==> config.mk <==
export PLATFORM = sky130hd
export DESIGN_NAME = tpc_top
export DESIGN_NICKNAME = d
export VERILOG_FILES = /design/src/tpc_pkg.sv /design/src/tpc_sync3.sv /design/src/tpc_top.sv
export SDC_FILE = /design/constraint.sdc
export NUM_CORES = 1
export LEC_CHECK = 0
export ABC_CLOCK_PERIOD_IN_PS = 8900
export BUFFER_PORTS_ARGS = -buffer_cell sky130_fd_sc_hd__buf_2
export CORE_MARGIN = 3
export CORE_UTILIZATION = 55
export DETAILED_ROUTE_END_ITERATION = 10
export PLACE_DENSITY_LB_ADDON = 0.15
export SLEW_MARGIN = 20
export SYNTH_ARGS = -nofsm -noshare
export SYNTH_HDL_FRONTEND = slang
export SYNTH_SLANG_ARGS = --single-unit
==> constraint.sdc <==
create_clock -name clk_sys -period 8.9 [get_ports clk_sys]
set_input_delay 1.78 -clock clk_sys [delete_from_list [all_inputs] [get_ports clk_sys]]
set_output_delay 1.78 -clock clk_sys [all_outputs]
set_load 0.005 [all_outputs]
==> src/tpc_pkg.sv <==
// tpc_pkg: constants and carrier types for the transceiver pad control block
// assumes: shared by tpc_top and tpc_sync3
package tpc_pkg;
  localparam logic [9:0] TPC_ADDR_SIG_SEL    = 10'h2f6;
  localparam int         TPC_SIG_SEL_LSB     = 4;
  localparam int         TPC_SIG_SEL_MSB     = 6;
  localparam logic [2:0] TPC_SIG_SEL_ALT     = 3'h2;
  localparam logic [7:0] TPC_SIG_SEL_RESET   = 8'h00;
  localparam int         TPC_GPIO_W          = 6;
  localparam int         TPC_ADDR_W          = 10;
  localparam int         TPC_CMD_W           = 8;
  localparam logic [7:0] TPC_CMD_WRITE       = 8'h01;
  localparam logic [7:0] TPC_CMD_READ        = 8'h02;
  localparam int         TPC_FRAME_W         = 26;
  localparam int         TPC_DATA_W          = 8;
  localparam logic [4:0] TPC_CNT_FULL        = 5'h1a;
  localparam logic [4:0] TPC_CNT_LAST_BIT    = 5'h19;
  localparam logic [4:0] TPC_CNT_LAST_ADDR   = 5'h11;

  // pad mode per pad
  typedef enum logic [2:0] {
    TPC_PAD_HIZ,
    TPC_PAD_PULL_UP,
    TPC_PAD_PULL_DOWN,
    TPC_PAD_STRONG_PULL_UP,
    TPC_PAD_DRIVE
  } tpc_pad_mode_t;

  // radio status signals routed onto the general-purpose pins
  typedef struct packed {
    logic clock_out;
    logic synth_locked;
    logic frame_check_pass;
    logic irq;
    logic rf_switch_ctrl_inv;
    logic rf_switch_ctrl;
  } tpc_status_t;

  // one general-purpose pin set
  typedef struct packed {
    logic [TPC_GPIO_W-1:0] out;
    logic [TPC_GPIO_W-1:0] oe;
  } tpc_gpio_drv_t;
endpackage

==> src/tpc_sync3.sv <==
// tpc_sync3: three-flop synchroniser with change accepted on agreement
// assumes: input is asynchronous to clk_sys
`timescale 1ns/10ps
module tpc_sync3
  import tpc_pkg::*;
#(
  parameter logic INIT = 1'b1
)
(
  input  wire logic clk_sys,
  input  wire logic rst,
  input  wire logic d,
  output logic      q
);
  logic s1_reg;
  logic s2_reg;
  logic s3_reg;

  always_ff @(posedge clk_sys or posedge rst)
  begin
    if (rst)
    begin
      s1_reg <= INIT;
      s2_reg <= INIT;
      s3_reg <= INIT;
    end
    else
    begin
      s1_reg <= d;
      s2_reg <= s1_reg;
      s3_reg <= s2_reg;
    end
  end

  // first flop feeds only the second
  always_ff @(posedge clk_sys or posedge rst)
  begin
    if (rst)
      q <= INIT;
    else if (s2_reg == s3_reg)
      q <= s3_reg;
  end
endmodule

==> src/tpc_top.sv <==
// tpc_top: pad control, pin function routing and serial slave of the transceiver
// assumes: clk_sys from the crystal domain, pads resolved outside from out/oe/mode
`timescale 1ns/10ps
module tpc_top
  import tpc_pkg::*;
(
  input  wire logic                  clk_sys,
  input  wire logic                  rst,
  input  wire logic                  serial_clk,
  input  wire logic                  serial_din,
  input  wire logic                  chip_select_n,
  input  wire logic                  reset_n,
  input  wire logic                  core_regulator_enable,
  input  wire logic                  mode_select_pin,
  input  wire tpc_status_t           radio_status,
  input  wire logic                  analog_power_req,
  input  wire logic [TPC_GPIO_W-1:0] gpio_user_out,
  input  wire logic [TPC_GPIO_W-1:0] gpio_user_oe,
  input  wire logic [TPC_GPIO_W-1:0] gpio_in,
  output logic                       serial_dout,
  output logic                       serial_dout_oe,
  output tpc_pad_mode_t              serial_dout_mode,
  output tpc_gpio_drv_t              gpio_drv,
  output tpc_pad_mode_t              gpio_mode,
  output tpc_pad_mode_t              input_pad_mode,
  output tpc_pad_mode_t              mode_pin_mode,
  output logic                       core_regulator_on,
  output logic                       analog_regulator_on,
  output logic                       deep_sleep,
  output logic                       core_reset,
  output logic [TPC_GPIO_W-1:0]      gpio_in_sync,
  output logic [7:0]                 signal_output_select_config_reg
);
  logic sclk_s;
  logic sdin_s;
  logic cs_n_s;
  logic rstn_s;
  logic regen_s;
  logic sclk_d_reg;
  logic [4:0] bit_cnt_reg;
  logic [TPC_FRAME_W-1:0] shift_reg;
  logic [TPC_DATA_W-1:0] dout_sh_reg;
  logic rd_pending_reg;

  function automatic logic [2:0] sel_field(input logic [7:0] r);
    sel_field = r[TPC_SIG_SEL_MSB:TPC_SIG_SEL_LSB];
  endfunction

  // every pin is asynchronous to clk_sys; idle levels seed the flops, except reset_n, seeded low so core reset starts asserted
  tpc_sync3 #(.INIT(1'b0)) u_sclk
  (
    .clk_sys(clk_sys),
    .rst    (rst),
    .d      (serial_clk),
    .q      (sclk_s)
  );

  tpc_sync3 #(.INIT(1'b0)) u_sdin
  (
    .clk_sys(clk_sys),
    .rst    (rst),
    .d      (serial_din),
    .q      (sdin_s)
  );

  tpc_sync3 #(.INIT(1'b1)) u_cs
  (
    .clk_sys(clk_sys),
    .rst    (rst),
    .d      (chip_select_n),
    .q      (cs_n_s)
  );

  tpc_sync3 #(.INIT(1'b0)) u_rstn
  (
    .clk_sys(clk_sys),
    .rst    (rst),
    .d      (reset_n),
    .q      (rstn_s)
  );

  tpc_sync3 #(.INIT(1'b1)) u_regen
  (
    .clk_sys(clk_sys),
    .rst    (rst),
    .d      (core_regulator_enable),
    .q      (regen_s)
  );

  genvar gi;
  generate
    for (gi = 0; gi < TPC_GPIO_W; gi++)
    begin : g_gin
      // pads idle high through their pull-up
      tpc_sync3 #(.INIT(1'b1)) u_g
      (
        .clk_sys(clk_sys),
        .rst    (rst),
        .d      (gpio_in[gi]),
        .q      (gpio_in_sync[gi])
      );
    end
  endgenerate

  assign core_reset = ~rstn_s;
  assign deep_sleep = ~regen_s;
  assign core_regulator_on = regen_s;
  // analog supplies wait on power management and drop with the synchronised regulator-enable pin
  assign analog_regulator_on = analog_power_req & regen_s;

  wire sclk_rise = sclk_s & ~sclk_d_reg;
  wire sclk_fall = ~sclk_s & sclk_d_reg;
  wire selected  = ~cs_n_s;

  // frame: 8-bit command, 10-bit address, 8-bit data, msb first; slave only
  always_ff @(posedge clk_sys or posedge rst)
  begin
    if (rst)
    begin
      sclk_d_reg     <= 1'b0;
      bit_cnt_reg    <= 5'h00;
      shift_reg      <= '0;
      rd_pending_reg <= 1'b0;
    end
    else
    begin
      sclk_d_reg <= sclk_s;
      if (!selected || core_reset)
      begin
        bit_cnt_reg    <= 5'h00;
        rd_pending_reg <= 1'b0;
      end
      else if (sclk_rise && bit_cnt_reg != TPC_CNT_FULL)
      begin
        shift_reg      <= {shift_reg[TPC_FRAME_W-2:0], sdin_s};
        bit_cnt_reg    <= bit_cnt_reg + 5'h01;
        rd_pending_reg <= (bit_cnt_reg == TPC_CNT_LAST_ADDR) &&
                          (shift_reg[TPC_CMD_W+TPC_ADDR_W-2 -: TPC_CMD_W] == TPC_CMD_READ);
      end
      // pending read waits for the falling edge that presents its first bit
      else if (sclk_fall)
        rd_pending_reg <= 1'b0;
    end
  end

  // register write on the last data bit
  always_ff @(posedge clk_sys or posedge rst)
  begin
    if (rst)
      signal_output_select_config_reg <= TPC_SIG_SEL_RESET;
    else if (core_reset)
      signal_output_select_config_reg <= TPC_SIG_SEL_RESET;
    else if (selected && sclk_rise && bit_cnt_reg == TPC_CNT_LAST_BIT &&
             shift_reg[TPC_FRAME_W-2 -: TPC_CMD_W] == TPC_CMD_WRITE &&
             shift_reg[TPC_DATA_W+TPC_ADDR_W-2 -: TPC_ADDR_W] == TPC_ADDR_SIG_SEL)
      signal_output_select_config_reg <= {shift_reg[TPC_DATA_W-2:0], sdin_s};
  end

  // read data loads and shifts on falling clock, the master samples on rising
  always_ff @(posedge clk_sys or posedge rst)
  begin
    if (rst)
      dout_sh_reg <= 8'h00;
    else if (selected && sclk_fall && rd_pending_reg)
      dout_sh_reg <= (shift_reg[TPC_ADDR_W-1:0] == TPC_ADDR_SIG_SEL) ?
                     signal_output_select_config_reg : 8'h00;
    else if (selected && sclk_fall)
      dout_sh_reg <= {dout_sh_reg[TPC_DATA_W-2:0], 1'b0};
  end

  // shifter msb drives the pin; one more flop would overrun the shortest half period
  assign serial_dout = dout_sh_reg[TPC_DATA_W-1];

  // pad modes; sleep overrides everything since the core is unpowered
  always_comb
  begin
    serial_dout_oe   = 1'b0;
    serial_dout_mode = TPC_PAD_PULL_UP;
    gpio_mode        = TPC_PAD_PULL_UP;
    input_pad_mode   = TPC_PAD_HIZ;
    mode_pin_mode    = TPC_PAD_PULL_DOWN;
    if (deep_sleep)
    begin
      serial_dout_mode = TPC_PAD_STRONG_PULL_UP;
      gpio_mode        = TPC_PAD_STRONG_PULL_UP;
      input_pad_mode   = TPC_PAD_STRONG_PULL_UP;
      mode_pin_mode    = TPC_PAD_STRONG_PULL_UP;
    end
    else if (selected && !core_reset)
    begin
      serial_dout_oe   = 1'b1;
      serial_dout_mode = TPC_PAD_DRIVE;
    end
  end

  // gpio routing, registered to keep pad outputs glitch free
  always_ff @(posedge clk_sys or posedge rst)
  begin
    if (rst)
      gpio_drv <= '0;
    else if (deep_sleep || core_reset)
      gpio_drv <= '0;
    else if (sel_field(signal_output_select_config_reg) == TPC_SIG_SEL_ALT)
    begin
      gpio_drv.out <= radio_status;
      gpio_drv.oe  <= '1;
    end
    else
    begin
      gpio_drv.out <= gpio_user_out;
      gpio_drv.oe  <= gpio_user_oe;
    end
  end
endmodule

==> out/qor.yml <==
hold_path:
  hold_path_class: "register to register"
sta:
  hold_viol: 0
  setup_slack_ps: 4990
  setup_violations: 0
  rsz0062_at_grt: "no"
  whs_ps: 354
  finalMaxSlewViolations: 0
  slew_headroom_pct: 35.1
  setup_tns_ps: 0
  skew_ps: 10.0
  post-route-min-period_ps: 3910
  tightestPinTransition_ps: 970
  finalCritPeriodShare_pct: 43.9
  max_freq_ghz: 0.256
floorplanning:
  die-area_um2: 8500
  dieHeight_um: 92.2
  fp-row-count: 30
  die_w_um: 92.2
  io_pins: 77
  start_util_pct: 58.5
  core_um2: 6980
place:
  port_buffers: 70
  pre_cts_slack_ps: 4990
  place.gp.congestion: 0.711
  dp_hpwl_um: 4600
  placed_cell_area_um2: 4390
cells_and_area:
  nFillCells: 548
  diodes: 0
  nets: 404
  largest_register_ffs: 25
  area_growth_pct: 11.6
  fin_area_um2: 4560
  fin_util_pct: 65.3
  drive_above_1_share_pct: 40.5
logic_synthesis:
  synth_top_cell_area_share_pct: 44.1
  synth.largest_area_cell: "dfrtp_1"
  yosysWarnings: 0
  synth_cells: 307
  ys_ff_latch: 104
  synth_edf_count: 0
  async_reset_ff_share_pct: 100
  avgSynthCellArea_um2: 13.3
  yosysUniqueCellTypes: 43
  synth.area.top_cells: "dfrtp_1 44%, dfstp_2 21%, mux2_4 7.3%"
  ys_seq_area_share_pct: 64.7
  synth_area_um2: 4090
  ys.flop_type: "dfrtp_1"
worst_setup_path:
  crit_arrival_ps: 2130
  path_class: "input port to output pin"
  critPathRequiredTime_ps: 7120
  start_kind: "input port"
  cp_max_fo: 1
  crit_chain: "buf_2 > and2_1 > buf_2"
  critPathMaxStageDelay_ps: 140
  slowest_stage: "and2_1"
  path_common_cell: "buf_2"
  end_kind: "output pin"
pwr:
  p_int_w: 0.000678
  combPwrFrac_pct: 11.0
  ir_worst_vdd_v: 0.000113
  power_leakage_nw: 2.20
  pwr-share-seq_pct: 60.7
  clockPowerShare_pct: 28.2
  p_sw_share_pct: 24.9
  switching_power_w: 0.000225
  pwr_density_cell_nw_per_um2: 198
clocking:
  cts.sinks: 104
  htreeDepth: 3
  cts_setup_buffers: 0
  path_clk_slew_ps: 90
  cts-resized-gates: 0
  cts_tree: "built"
  cts.path.max_buffers: 2
  root_buffer: "clkbuf_8"
  cts_hold_buf: 0
  clkLatencyLatePin_ps: 350
  cts_buffers: 9
route:
  vias_per_cell: 5.11
  ant_nets: 0
  vias: 2396
  wl_met1_um: 3170
  met2_length_um: 2990
  top_layer_used: "met4"
  wl_per_cell_um: 14.0
  drc_errors: 0
  met3_length_um: 360
  firstDrtPassIters: 4
  totalWireLength_um: 6550
  drtIter0Drc: 109
global_routing:
  antenna_found_initial: 0
  grt_pass1_wl_um: 11600
  grt.total_usage_pct: 17.0
  grt_start_max_net_pins: 62
  first_global_vias: 2488
  overflow: 0
run:
  drv_cap: 0
outcome:
  outcome: "complete, no violations"
-- metal layers --
metal | vias up | GRT usage [%]
li1 | 1141 | -
met1 | 1177 | 23.4
met2 | 73 | 27.4
met3 | 5 | 3.20
met4 | 0 | 6.06
met5 | - | 0
-- final timing paths --
check | slack, ps | endpoint | start | depth (start not counted)
worst max-delay path | 4990 | analog_regulator_on | analog_power_req | 3
worst min-delay path | 350 | u_sdin.s2_reg | u_sdin.s1_reg | 0
worst max register to register | 6920 | shift_reg[6] | bit_cnt_reg[0] | 7
worst min register to register | 350 | u_sdin.s2_reg | u_sdin.s1_reg | 0
max in group asynchronous | 6340 | shift_reg[4] | rst | 3
min in group asynchronous | 1480 | shift_reg[23] | rst | 2
-- cell usage after synthesis, types with 2 or more instances --
cell type and instances:
ha_1 3, dfstp_2 32, and4b_1 2, buf_4 17
and2_1 2, nand4_1 3, maj3_1 11, dfrtp_1 72
o21ai_0 9, conb_1 2, nor2_1 26, mux2_4 20
xor2_1 3, mux2_2 5, clkbuf_1 4, nand3_1 14
a21oi_1 29, nand2_1 15, buf_12 2, or2_2 2
inv_1 6, nor2b_1 6, nor4_1 2
-- kinds of logic (layout without fill, tap and decap cells) --
family	after synthesis	after routing	share of synthesized area (%)
multiplexers	25	25	8.73
XOR/XNOR	4	4	0.857
buffers and inverters	32	95	5.51
AND/OR/NAND/NOR	87	87	11.6
flip-flops	104	104	64.7
AO/OA/AOI/OAI	39	39	4.87
other	2	5	0.184
adder cells (fa/ha/maj)	14	14	3.61
-- power groups by stage --
stage | registers, W | clock network (W) | logic, W
floorplan | 0.000551 | 0 | 0.0000806
global placement | 0.000556 | 0 | 0.0000987
detailed placement | 0.000557 | 0 | 0.000101
CTS | 0.000549 | 0.000265 | 0.000102
global route | 0.000556 | 0.000283 | 0.000113
finish | 0.000548 | 0.000255 | 0.0000997
-- cells in the final DEF, fill, tap and decap left out, drive strengths merged, types with 2 or more instances in the layout --
cell type	count
nand4	3
conb	5
or2	3
nand3	14
clkinv	3
nor2	26
xor2	3
nor2b	6
dfrtp	72
a21oi	29
nand4b	2
inv	7
clkinvlp	2
clkbuf	11
dfstp	32
nor4	2
and2	2
mux2	25
and4b	2
o21ai	9
ha	3
buf	72
nand2	16
maj3	11
-- critical path, delay by kind of cell --
kind          cells  cell delay, ps
buf+inv           2             210
simple gates      1             140
-- stage by stage --
step | instances | total power [W]
6_report | 469 | 0.000903
4_1_cts | 469 | 0.000915
5_1_grt | 469 | 0.000952
3_5_place_dp | 453 | 0.000659
2_1_floorplan | 310 | 0.000631
3_3_place_gp | 453 | 0.000654
-- cell type report --
class / instances / area (um^2) / share of cell area, %
Inverter: 7 / 28.8 / 0.631
Tap cell: 96 / 120 / 2.63
Timing Repair Buffer: 72 / 365 / 8.01
Clock inverter: 5 / 41.3 / 0.906
Multi-Input combinational cell: 174 / 1230 / 27.0
Sequential cell: 104 / 2640 / 58.0
Clock buffer: 11 / 131 / 2.88
(Power assumes the default switching activity.)
